## src/csi_pkg.sv

```systemverilog
// package: constants and types for the comm module status indicator
package csi_pkg;
    localparam int CLK_KHZ = 50000;
    localparam int FAST_MS = 200;
    localparam int MID_MS = 1000;
    localparam int SLOW_MS = 2000;
    localparam int RUNUP_MS = 5000;
    localparam int LAMP_MS = 500;
    // half periods, since each flash has equal on and off time
    localparam int FAST_HALF = FAST_MS * CLK_KHZ / 2;
    localparam int MID_HALF = MID_MS * CLK_KHZ / 2;
    localparam int SLOW_HALF = SLOW_MS * CLK_KHZ / 2;
    localparam int RUNUP_CYC = RUNUP_MS * CLK_KHZ;
    localparam int LAMP_CYC = LAMP_MS * CLK_KHZ;
    localparam int TMR_W = 28;
    localparam logic [11:0] CTRL_OFF = 12'h000;
    localparam logic [11:0] STAT_OFF = 12'h004;
    localparam logic [11:0] ISTAT_OFF = 12'h008;
    localparam logic [11:0] IMASK_OFF = 12'h00c;
    localparam logic [11:0] ERRCLR_OFF = 12'h010;
    localparam int CB_RUN = 0;
    localparam int CB_SYNC = 1;
    localparam int CB_FATAL = 2;
    localparam int CB_BUSF = 3;
    localparam int CB_DBP = 4;
    localparam int CB_DBA = 5;
    localparam int CB_PART = 6;
    localparam int CB_LOAD = 7;
    localparam int CB_BUSOP = 8;
    localparam int CB_SRST = 9;
    localparam int CB_RES = 10;
    localparam int CB_SFAIL = 11;
    localparam int CTRL_W = 12;
    localparam logic [11:0] CTRL_RST = 12'h000;
    localparam int IB_ERR = 0;
    localparam int IB_RUNUP = 1;
    localparam int IB_LOAD = 2;
    localparam int IB_ALARM = 3;
    localparam int IRQ_W = 4;
    localparam logic [7:0] EC_OK = 8'h00;
    localparam logic [7:0] EC_NOACT = 8'h01;
    localparam logic [7:0] EC_NODB = 8'h02;
    localparam logic [7:0] EC_LOAD = 8'h03;
    localparam logic [7:0] EC_RES = 8'h08;
    localparam logic [7:0] EC_BUSF = 8'h0a;
    localparam logic [7:0] ECL_ALARM = 8'h00;
    localparam logic [7:0] ECL_FATAL = 8'h01;
    localparam logic [15:0] EVW_BREAK = 16'h0002;
    localparam logic [15:0] TRS_BREAK = 16'h6014;
    typedef enum logic [2:0] {
        PH_LAMP = 3'b000, PH_DARK = 3'b001, PH_RUNUP = 3'b010,
        PH_RUN = 3'b011, PH_LOAD = 3'b100, PH_HOLD = 3'b101
    } csi_phase_type;
    typedef enum logic [2:0] {
        LM_OFF = 3'b000, LM_ON = 3'b001, LM_FAST = 3'b010,
        LM_MID = 3'b011, LM_SLOW = 3'b100
    } csi_led_type;
endpackage

```

## src/csi_status_indicator.sv

```systemverilog
// module: led sequencing, alarm reporting and apb registers
`timescale 1ns/1ps
`default_nettype none
module csi_status_indicator
    import csi_pkg::*;
#(
    parameter int FAST_HALF_P = FAST_HALF,
    parameter int MID_HALF_P = MID_HALF,
    parameter int SLOW_HALF_P = SLOW_HALF,
    parameter int RUNUP_P = RUNUP_CYC,
    parameter int LAMP_P = LAMP_CYC
)(
    input wire logic pclk,
    input wire logic presetn,
    input wire logic psel,
    input wire logic penable,
    input wire logic pwrite,
    input wire logic [11:0] paddr,
    input wire logic [31:0] pwdata,
    output logic [31:0] prdata,
    output logic pready,
    output logic pslverr,
    output logic led_green,
    output logic led_yellow,
    output logic [7:0] error_class_out,
    output logic [7:0] error_code_out,
    output logic comm_error,
    output logic bus_restricted,
    output logic [15:0] channel_event_word,
    output logic [15:0] channel_transfer_status,
    output logic irq
);
    localparam int NB = 3;
    localparam int HALF [NB] = '{FAST_HALF_P, MID_HALF_P, SLOW_HALF_P};

    logic [CTRL_W-1:0] ctrl_q, ctrl_d;
    logic [IRQ_W-1:0] istat_q, istat_d, imask_q, imask_d;
    logic [31:0] prdata_q, prdata_d;
    logic [7:0] ecl_q, ecl_d, eco_q, eco_d;
    logic [15:0] evw_q, evw_d, trs_q, trs_d;
    csi_phase_type ph_q, ph_d;
    logic [TMR_W-1:0] tmr_q, tmr_d;
    logic g_q, g_d, y_q, y_d;
    wire [NB-1:0] blink;
    csi_led_type gm, ym;
    logic wr, rd, hit, ev_err, ev_runup, ev_load, ev_alarm;
    logic [7:0] alarm;

    assign wr = psel && penable && pwrite;
    assign rd = psel && !penable && !pwrite;
    assign hit = (paddr == CTRL_OFF) || (paddr == STAT_OFF)
        || (paddr == ISTAT_OFF) || (paddr == IMASK_OFF)
        || (paddr == ERRCLR_OFF);
    assign pready = 1'b1;
    assign pslverr = psel && penable && !hit;

    // blink timebases, toggling at each half period
    genvar gi;
    generate
        for (gi = 0; gi < NB; gi++)
        begin : g_blink
            logic [TMR_W-1:0] cnt_q, cnt_d;
            logic lvl_q, lvl_d;
            always_comb
            begin
                cnt_d = cnt_q + 1'b1;
                lvl_d = lvl_q;
                if (cnt_q == TMR_W'(HALF[gi] - 1))
                begin
                    cnt_d = '0;
                    lvl_d = !lvl_q;
                end
            end
            always_ff @(posedge pclk or negedge presetn)
            begin
                if (!presetn)
                begin
                    cnt_q <= '0;
                    lvl_q <= 1'b0;
                end
                else
                begin
                    cnt_q <= cnt_d;
                    lvl_q <= lvl_d;
                end
            end
            assign blink[gi] = lvl_q;
        end
    endgenerate

    // lowest-numbered alarm wins
    always_comb
    begin
        if (ctrl_q[CB_DBP] && !ctrl_q[CB_DBA])
            alarm = EC_NOACT;
        else if (!ctrl_q[CB_DBP])
            alarm = EC_NODB;
        else if (ctrl_q[CB_LOAD])
            alarm = EC_LOAD;
        else if (ctrl_q[CB_RES])
            alarm = EC_RES;
        else if (ctrl_q[CB_BUSF])
            alarm = EC_BUSF;
        else
            alarm = EC_OK;
    end

    // indicator modes in severity order
    always_comb
    begin
        if (!ctrl_q[CB_RUN])
            gm = LM_OFF;
        else if (ctrl_q[CB_FATAL])
            gm = LM_FAST;
        else if (!ctrl_q[CB_SYNC])
            gm = LM_MID;
        else
            gm = LM_ON;
        // raw bus activity is deliberately not an input here
        if (ctrl_q[CB_BUSF])
            ym = LM_FAST;
        else if (!ctrl_q[CB_DBP] || !ctrl_q[CB_DBA])
            ym = LM_MID;
        else if (!ctrl_q[CB_BUSOP])
            ym = LM_OFF;
        else if (ctrl_q[CB_PART])
            ym = LM_SLOW;
        else
            ym = LM_ON;
    end

    function automatic logic led_of(csi_led_type m, logic [NB-1:0] b);
        case (m)
            LM_ON: led_of = 1'b1;
            LM_FAST: led_of = b[0];
            LM_MID: led_of = b[1];
            LM_SLOW: led_of = b[2];
            default: led_of = 1'b0;
        endcase
    endfunction

    // run-up sequencer
    always_comb
    begin
        ph_d = ph_q;
        tmr_d = (tmr_q != '0) ? tmr_q - 1'b1 : tmr_q;
        g_d = g_q;
        y_d = y_q;
        ev_runup = 1'b0;
        ev_load = 1'b0;
        case (ph_q)
            PH_LAMP:
            begin
                g_d = 1'b1;
                y_d = 1'b1;
                if (tmr_q == '0)
                begin
                    ph_d = PH_DARK;
                    tmr_d = TMR_W'(LAMP_P - 1);
                end
            end
            PH_DARK:
            begin
                g_d = 1'b0;
                y_d = 1'b0;
                if (tmr_q == '0)
                begin
                    ph_d = PH_RUNUP;
                    tmr_d = TMR_W'(RUNUP_P - 1);
                end
            end
            PH_RUNUP:
            begin
                g_d = 1'b1;
                y_d = 1'b0;
                if (tmr_q == '0)
                begin
                    ph_d = PH_RUN;
                    ev_runup = 1'b1;
                end
            end
            PH_RUN:
            begin
                g_d = led_of(gm, blink);
                y_d = led_of(ym, blink);
                if (ctrl_q[CB_LOAD])
                    ph_d = PH_LOAD;
            end
            PH_LOAD:
            begin
                g_d = led_of(gm, blink);
                y_d = blink[1];
                if (!ctrl_q[CB_LOAD])
                begin
                    ph_d = PH_LAMP;
                    tmr_d = TMR_W'(LAMP_P - 1);
                    ev_load = 1'b1;
                end
            end
            PH_HOLD:
            begin
                // leds frozen: software has not yet taken them back
                if (ctrl_q[CB_RUN])
                begin
                    ph_d = PH_RUNUP;
                    tmr_d = TMR_W'(RUNUP_P - 1);
                end
            end
            default: ph_d = PH_LAMP;
        endcase
        if (wr && paddr == CTRL_OFF && pwdata[CB_SRST])
        begin
            ph_d = PH_HOLD;
            g_d = g_q;
            y_d = y_q;
        end
    end

    // registers, alarm and error reporting
    always_comb
    begin
        ctrl_d = ctrl_q;
        imask_d = imask_q;
        ecl_d = ecl_q;
        eco_d = alarm;
        prdata_d = prdata_q;
        ev_err = 1'b0;
        ev_alarm = (alarm != eco_q);
        if (wr && paddr == CTRL_OFF)
        begin
            ctrl_d = pwdata[CTRL_W-1:0];
            ctrl_d[CB_SRST] = 1'b0;
            if (pwdata[CB_SRST])
                ctrl_d[CB_RUN] = 1'b0;
        end
        if (wr && paddr == IMASK_OFF)
            imask_d = pwdata[IRQ_W-1:0];
        // host reset clears the class only once the cause is gone
        if (wr && paddr == ERRCLR_OFF && pwdata[0]
            && !ctrl_q[CB_FATAL])
            ecl_d = ECL_ALARM;
        if (ctrl_q[CB_FATAL]) // set wins over the clear
        begin
            ecl_d = ECL_FATAL;
            ev_err = (ecl_q == ECL_ALARM);
        end
        // slave failures never reach the indicators
        evw_d = ctrl_q[CB_SFAIL] ? EVW_BREAK : 16'h0000;
        trs_d = ctrl_q[CB_SFAIL] ? TRS_BREAK : 16'h0000;
        istat_d = istat_q;
        if (wr && paddr == ISTAT_OFF)
            istat_d = istat_q & ~pwdata[IRQ_W-1:0];
        istat_d[IB_ERR] = istat_d[IB_ERR] | ev_err;
        istat_d[IB_RUNUP] = istat_d[IB_RUNUP] | ev_runup;
        istat_d[IB_LOAD] = istat_d[IB_LOAD] | ev_load;
        istat_d[IB_ALARM] = istat_d[IB_ALARM] | ev_alarm;
        if (rd)
        begin
            if (paddr == CTRL_OFF)
                prdata_d = {20'h00000, ctrl_q};
            else if (paddr == STAT_OFF)
                prdata_d = {11'h000, ph_q, g_q, y_q, ecl_q, eco_q};
            else if (paddr == ISTAT_OFF)
                prdata_d = {28'h0000000, istat_q};
            else if (paddr == IMASK_OFF)
                prdata_d = {28'h0000000, imask_q};
            else
                prdata_d = 32'h00000000;
        end
    end

    always_ff @(posedge pclk or negedge presetn)
    begin
        if (!presetn)
        begin
            ctrl_q <= CTRL_RST;
            imask_q <= '0;
            istat_q <= '0;
            ecl_q <= ECL_ALARM;
            eco_q <= EC_OK;
            evw_q <= 16'h0000;
            trs_q <= 16'h0000;
            prdata_q <= 32'h00000000;
            ph_q <= PH_LAMP;
            tmr_q <= TMR_W'(LAMP_P - 1);
            g_q <= 1'b0;
            y_q <= 1'b0;
        end
        else
        begin
            ctrl_q <= ctrl_d;
            imask_q <= imask_d;
            istat_q <= istat_d;
            ecl_q <= ecl_d;
            eco_q <= eco_d;
            evw_q <= evw_d;
            trs_q <= trs_d;
            prdata_q <= prdata_d;
            ph_q <= ph_d;
            tmr_q <= tmr_d;
            g_q <= g_d;
            y_q <= y_d;
        end
    end

    assign prdata = prdata_q;
    assign led_green = g_q;
    assign led_yellow = y_q;
    assign error_class_out = ecl_q;
    assign error_code_out = eco_q;
    assign comm_error = (ecl_q != ECL_ALARM);
    assign bus_restricted = ctrl_q[CB_PART];
    assign channel_event_word = evw_q;
    assign channel_transfer_status = trs_q;
    assign irq = |(istat_q & imask_q);

    // checks
    AST_GREEN_DARK: assert property (@(posedge pclk) disable iff (!presetn)
        ph_q == PH_RUN && !ctrl_q[CB_RUN] && ph_d == PH_RUN |=> !led_green)
        else $error("green lit while processor stopped");
    AST_GREEN_FAST: assert property (@(posedge pclk) disable iff (!presetn)
        ph_q == PH_RUN && ph_d == PH_RUN && ctrl_q[CB_RUN]
        && ctrl_q[CB_FATAL] |=> led_green == $past(blink[0]))
        else $error("green not on fast flash under fatal error");
    AST_GREEN_SYNC: assert property (@(posedge pclk) disable iff (!presetn)
        ph_q == PH_RUN && ph_d == PH_RUN && ctrl_q[CB_RUN]
        && !ctrl_q[CB_FATAL] && !ctrl_q[CB_SYNC]
        |=> led_green == $past(blink[1]))
        else $error("green not on 1 s flash while waiting");
    AST_YEL_BUSF: assert property (@(posedge pclk) disable iff (!presetn)
        ph_q == PH_RUN && ph_d == PH_RUN && ctrl_q[CB_BUSF]
        |=> led_yellow == $past(blink[0]))
        else $error("yellow not on fast flash under bus fault");
    AST_YEL_SLOW: assert property (@(posedge pclk) disable iff (!presetn)
        ph_q == PH_RUN && ph_d == PH_RUN && ym == LM_SLOW
        |-> bus_restricted ##1 led_yellow == $past(blink[2]))
        else $error("partial match not shown as slow flash");
    AST_RUNUP: assert property (@(posedge pclk) disable iff (!presetn)
        ph_q == PH_RUNUP && ph_d == PH_RUNUP |=> led_green && !led_yellow)
        else $error("run-up must show green only");
    AST_HOLD: assert property (@(posedge pclk) disable iff (!presetn)
        ph_q == PH_HOLD |=> $stable(led_green) && $stable(led_yellow))
        else $error("leds changed while held after module reset");
    AST_LOAD_END: assert property (@(posedge pclk) disable iff (!presetn)
        ph_q == PH_LOAD && !ctrl_q[CB_LOAD] && ph_d != PH_HOLD
        |=> ph_q == PH_LAMP ##1 led_green && led_yellow)
        else $error("download end did not restart run-up");
    AST_ALARM: assert property (@(posedge pclk) disable iff (!presetn)
        ctrl_q[CB_DBP] && !ctrl_q[CB_DBA] |=> error_code_out == EC_NOACT)
        else $error("lowest alarm code not reported");
    AST_ERR_STICKY: assert property (@(posedge pclk) disable iff (!presetn)
        comm_error && !(wr && paddr == ERRCLR_OFF && pwdata[0])
        |=> comm_error)
        else $error("comm error cleared without host reset");
    AST_SLAVE: assert property (@(posedge pclk) disable iff (!presetn)
        ctrl_q[CB_SFAIL] |=> channel_transfer_status == TRS_BREAK
        && channel_event_word == EVW_BREAK)
        else $error("slave failure not on channel status");
    COV_RUNUP: cover property (@(posedge pclk) disable iff (!presetn)
        ph_q == PH_RUNUP ##1 ph_q == PH_RUN);
    COV_LOAD: cover property (@(posedge pclk) disable iff (!presetn)
        ph_q == PH_LOAD ##1 ph_q == PH_LAMP);
    COV_ERR: cover property (@(posedge pclk) disable iff (!presetn)
        comm_error ##1 !comm_error);
    COV_HOLD: cover property (@(posedge pclk) disable iff (!presetn)
        ph_q == PH_HOLD ##1 ph_q == PH_RUNUP);
endmodule // csi_status_indicator
`default_nettype wire

```

## config.mk

```make
export PLATFORM = sky130hd
export DESIGN_NAME = csi_status_indicator
export DESIGN_NICKNAME = d
export VERILOG_FILES = /design/src/csi_pkg.sv /design/src/csi_status_indicator.sv
export SDC_FILE = /design/constraint.sdc
export NUM_CORES = 1
export LEC_CHECK = 0
export BUFFER_PORTS_ARGS = -buffer_cell sky130_fd_sc_hd__buf_2
export CAP_MARGIN = 20
export CORE_UTILIZATION = 55
export CTS_BUF_LIST = sky130_fd_sc_hd__clkbuf_16
export CTS_CLUSTER_SIZE = 20
export DETAILED_ROUTE_END_ITERATION = 16
export GPL_TIMING_DRIVEN = 0
export PLACE_DENSITY = 0.78
export SLEW_MARGIN = 25
export SYNTH_ARGS = -nofsm -noshare
export SYNTH_HDL_FRONTEND = slang
export SYNTH_SLANG_ARGS = --single-unit
export TNS_END_PERCENT = 100
```

## constraint.sdc

```tcl
create_clock -name pclk -period 5.2 [get_ports pclk]
set_clock_uncertainty 0.05 [all_clocks]
set_input_delay 0.26 -clock pclk [delete_from_list [all_inputs] [get_ports pclk]]
set_output_delay 0.26 -clock pclk [all_outputs]
set_load 0.03 [all_outputs]
```

Word level (Yosys, flattened, before mapping)
Index checks and enable logic that the tools add are counted.

Register bits: 204. Bits in latches: 0. Memory bits (writable): 0. Bits in read-only memories: 0. Bits of input ports: 49. Output and inout bits: 87. Logic and storage cells: 148. Memories: 0.

Add/sub/neg operators: 4. Multiply operators: 0. Div/mod/pow operators: 0. $lt $le $gt $ge: 0. Equality and inequality tests: 27. Shift-type cells: 0. Multiplexer cells: 48. Bitwise logic cells: 8. Reduce and logical (&&, ||, !) cells: 43.

Operator list (number): $mux W28 (8); $pmux W28 S4 (1); $add A28 B1 Y28 const B (3); $mux W21 (2); $mux W3 (12); $mux W4 (8); $eq A28 B23 Y1 const B (1); $eq A28 B25 Y1 const B (1); $eq A28 B26 Y1 const B (1); $logic_not A28 Y1 (1); $reduce_bool A28 Y1 (1); $sub A28 B1 Y28 const B (1); $eq A12 B4 Y1 const B (2); $eq A3 B2 Y1 const B (6); $ne A3 B3 Y1 const B (6); $pmux W3 S6 (1); $mux W8 (2); $mux W15 (1); $logic_and A1 B1 Y1 (13); $eq A12 B3 Y1 const B (1); $eq A12 B5 Y1 const B (1); $eq A3 B3 Y1 const B (4); $logic_not A12 Y1 (1); $pmux W1 S4 (3); 21 further kinds (49).

Longest topological paths before layout
Depth after elaboration: 7. Depth in mapped cells: 10. Mapped depth without buffers: 10.

Least setup slack after synthesis
No wires, ideal clock.

Path kind: reg-to-reg. Start: register tmr_q[0]. End: register tmr_q[11]. Setup time: 106 ps. Arrival: 2006 ps. Required time: 5044 ps. Path slack: 3038 ps. Stages on the path, launching flop included: 10. Path buffers: 0. Cell sequence: dfstp_2 > inv_1 > ha_1 > nor3b_1 > nand4_1 > nor3_2 > inv_2 > o21ai_0 > nor3b_4 > o21ai_0.

Cells in the longest elaborated chain, start to end: 4.

Ends and longest elaborated chain: from (decl) (line csi_status_indicator.sv:42) `logic [TMR_W-1:0] tmr_q, tmr_d;`; from (signal assigned) (line csi_status_indicator.sv:285) `tmr_q <= TMR_W'(LAMP_P - 1);`; from (signal assigned) (line csi_status_indicator.sv:300) `tmr_q <= tmr_d;`; $sub A28 B1 Y28 or $reduce_bool A28 Y1 (tied branches) (line csi_status_indicator.sv:146) `tmr_d = (tmr_q != '0) ? tmr_q - 1'b1 : tmr_q;`; $mux W28 (line csi_status_indicator.sv:146); $mux W28 (on tied branches); $pmux W28 S4 (*) (line csi_status_indicator.sv:151) `case (ph_q)`; via tmr_d[11] (line csi_status_indicator.sv:42).

The timed path passes the listed nets; every way through them passes the cells marked *. A chain may end at the register's enable or synchronous reset.

Final worst setup path
Start: register tmr_q[17]. End: register tmr_q[24].

The elaborated chain is that of the path after synthesis.

==> results.json <==
{
  "synth_flop_cell": "dfrtp_1",
  "reg2reg_to": "tmr_q[24]$_DFF_PN1_",
  "busiest_layer": "met2",
  "met1_usage_pct": 29.07,
  "required_ps": 5450,
  "track_usage_pct": 22.06,
  "core_area_sq_um": 14530,
  "first_pass_iters": 4,
  "clk_latency_ps": 420,
  "synth_edf_count": 0,
  "cts_buffers": 17,
  "hpwl_mm": 11.09,
  "yosysTopAreaCellShare_pct": 43.64,
  "grt_max_degree": 91,
  "die_x_um": 124.1,
  "ys_async_sr_fraction_pct": 100.0,
  "hold_end": "ctrl_q[11]$_DFFE_PN0N_",
  "clk_pin_slew_ps": 60,
  "cts_buffer_depth": 2,
  "synth.avg_cell_area_sq_um": 9.952,
  "p_int_mw": 2.206,
  "use_met3_pct": 5.128,
  "maxClockFrequency_mhz": 361.4,
  "grt_antenna_before_repair": 0,
  "syn-cell-area_sq_um": 8200,
  "startpoint": "tmr_q[17]$_DFF_PN0_",
  "clock_sinks": 160,
  "met2_usage_pct": 35.91,
  "finalCriticalPeriod_ps": 2767,
  "cts_tree": "yes",
  "synthDistinctLibCells": 58,
  "fin_crit_sh_pct": 53.21,
  "grt_pass1_wl_mm": 26.55,
  "synth-seq-area-share_pct": 49.08,
  "grt_pass1_vias": 5716,
  "routabilityCongestion": 0.8097,
  "peakVddDrop_v": 0.0002454,
  "cts_max_level": 4,
  "cts_root_buf": "clkbuf_16",
  "r2r_start": "tmr_q[17]$_DFF_PN0_",
  "area_growth_pct": 16.86,
  "clkPwrFrac_pct": 43.2,
  "rsz0062_at_grt": "false",
  "crit_arrival_ps": 3020,
  "drc": 0,
  "p_per_area_nw_per_um2": 308.5,
  "pwr-share-seq_pct": 45.4,
  "synthCells": 824,
  "rr_worst_depth": 7,
  "synth_common_cells": "143 x dfrtp_1, 80 x nand2_1, 77 x nor2_1, 61 x buf_4, 57 x nand3_1",
  "wire_per_inst_um": 14.00,
  "start_util_pct": 56.42,
  "via_per_inst": 5.294,
  "power.share.combinational_pct": 11.5,
  "r2r_slack_ps": 2430,
  "num_io_pins": 136,
  "die_y_um": 124.1,
  "io_buffers": 59,
  "outcome": "finished, final reports clean",
  "std_cell_rows": 44,
  "hold_depth": 2,
  "drv_cap": 0,
  "yosysWarnings": 0,
  "fin_setup_tns_ps": 0,
  "die_area_sq_um": 15400,
  "antenna_cells": 0,
  "maxSlewViolCount": 0,
  "globalRoute.totalOverflow": 0,
  "drive_above_1_share_pct": 20.39,
  "layout.nets": 1013,
  "hold_viol": 0,
  "cp_max_fo": 10,
  "p_leak_nw": 4.604,
  "n_fill_cell": 1158,
  "drt_iter0_drc": 390,
  "switching_share_pct": 25.38,
  "setup_slack_ps": 2433,
  "worstMarginPinSlew_ps": 938.6,
  "worstHoldStart": "pwdata[11]",
  "finalSetupViolations": 0,
  "start_kind": "register",
  "critPathKind": "reg -> reg",
  "post-cts-setup-buffers": 0,
  "synth.most_common_cell": "dfrtp_1",
  "hold_class": "in -> reg",
  "vias": 6115,
  "p_sw_mw": 0.7502,
  "fin_util_pct": 65.93,
  "wl_mm": 16.17,
  "ant_nets": 0,
  "synth_top_area_cell": "dfrtp_1",
  "ys_top_cells_by_area": "dfrtp_1 44%, xnor2_1 5.8%, buf_4 5.6%, dfstp_2 5.4%, xor2_1 4.9%",
  "relSlewSlack_pct": 37.29,
  "power_mw": 2.956,
  "endpoint_kind": "register",
  "synth.ff_latch_count": 160,
  "pre_cts_ws_ps": 2466
}
-- repair_timing --
action	4_1_cts	5_1_grt
endpoints found under the setup margin	0	0
hold endpoints to repair	76	0
hold buffers	1	0
gates resized for setup	0	0
-- how the worst max path moves through the flow --
stage	endpoint
floorplan	tmr_q[11]$_DFF_PN1_
global placement	g_blink[2].cnt_q[21]$_DFF_PN0_
detailed placement	tmr_q[14]$_DFF_PN1_
CTS	tmr_q[24]$_DFF_PN1_
global route	tmr_q[14]$_DFF_PN1_
finish	tmr_q[24]$_DFF_PN1_
-- flip-flops by register name, summed over array words and instances, names as in the netlist --
signal                   flops
tmr_q                       28
ctrl_q                      11
g_blink.lvl_q                3
prdata                      16
istat_q                      4
imask_q                      4
led_yellow                   1
error_class_out              1
led_green                    1
ph_q                         3
g_blink.cnt_q               84
channel_transfer_status      1
error_code_out               3
-- power by group through the flow --
stage	sequential (mW)	clock [mW]	combinational, mW
6_report	1.34	1.28	0.339
5_1_grt	1.35	1.35	0.384
4_1_cts	1.34	1.30	0.338
3_5_place_dp	1.36	0	0.332
3_3_place_gp	1.36	0	0.324
2_1_floorplan	1.37	0	0.230
-- worst max-delay path, stage by stage (launching register included) --
cell,delay [ps]
dfrtp_1,420
nor4_1,600
nand2_1,210
nor3_2,390
inv_2,180
o21ai_0,180
nor3b_4,450
o21ai_0,170
-- kinds of logic (layout without fill, tap and decap cells) --
kind of cell	count (synthesis)	after routing	share of synthesized area, %
buffers and inverters	93	186	7.080
multiplexers	20	20	2.670
AO/OA/AOI/OAI	84	84	6.622
flip-flops	160	160	49.08
other	2	56	0.09158
adder cells (fa/ha/maj)	6	6	0.9154
XOR/XNOR	100	100	10.68
AND/OR/NAND/NOR	359	359	22.86
-- cells in the final DEF, fill, tap and decap left out, types with 7 or more instances in the layout --
master	count
dfstp_2	17
clkbuf_1	18
xnor2_1	54
xor2_1	46
a22o_1	7
inv_1	13
and2_1	8
nor2b_1	13
nor4_1	14
nor2_1	77
buf_2	60
nand2b_1	7
nand2_1	80
dfrtp_1	143
nand3_1	57
a21oi_1	14
or3_1	10
mux2_2	15
o21ai_0	30
clkbuf_16	17
conb_1	56
nor3_1	21
nand4_1	17
buf_4	61
and3_1	20
-- cell type report --
type	count	area [sq um]	area share, %
flip-flops and latches	160	4025	42.00
multi-input cells	625	3797	39.63
plain buffers	82	539.3	5.627
clock buffers	17	425.4	4.439
repair buffers	61	342.8	3.577
well taps	184	230.2	2.402
clock inverters	15	181.4	1.893
inverters	11	41.29	0.4309
-- per-layer routing --
metal	share of wire, %	vias up
li1	-	3010
met1	45	2977
met2	50	116
met3	3.8	12
met4	0.84	0
met5	0	-
-- through the flow --
| stage | hold WS, ps | cell area [sq um] | cells |
|---|---|---|---|
| after floorplan | -85.59 | 8403 | 878 |
| after global placement | 333.2 | 8929 | 1121 |
| after detailed placement | 274.4 | 8966 | 1122 |
| after CTS | 2.706 | 9583 | 1155 |
| after global routing | 13.15 | 9583 | 1155 |
| final | 16.66 | 9583 | 1155 |
Note: power is estimated with default switching activity, not from simulation.
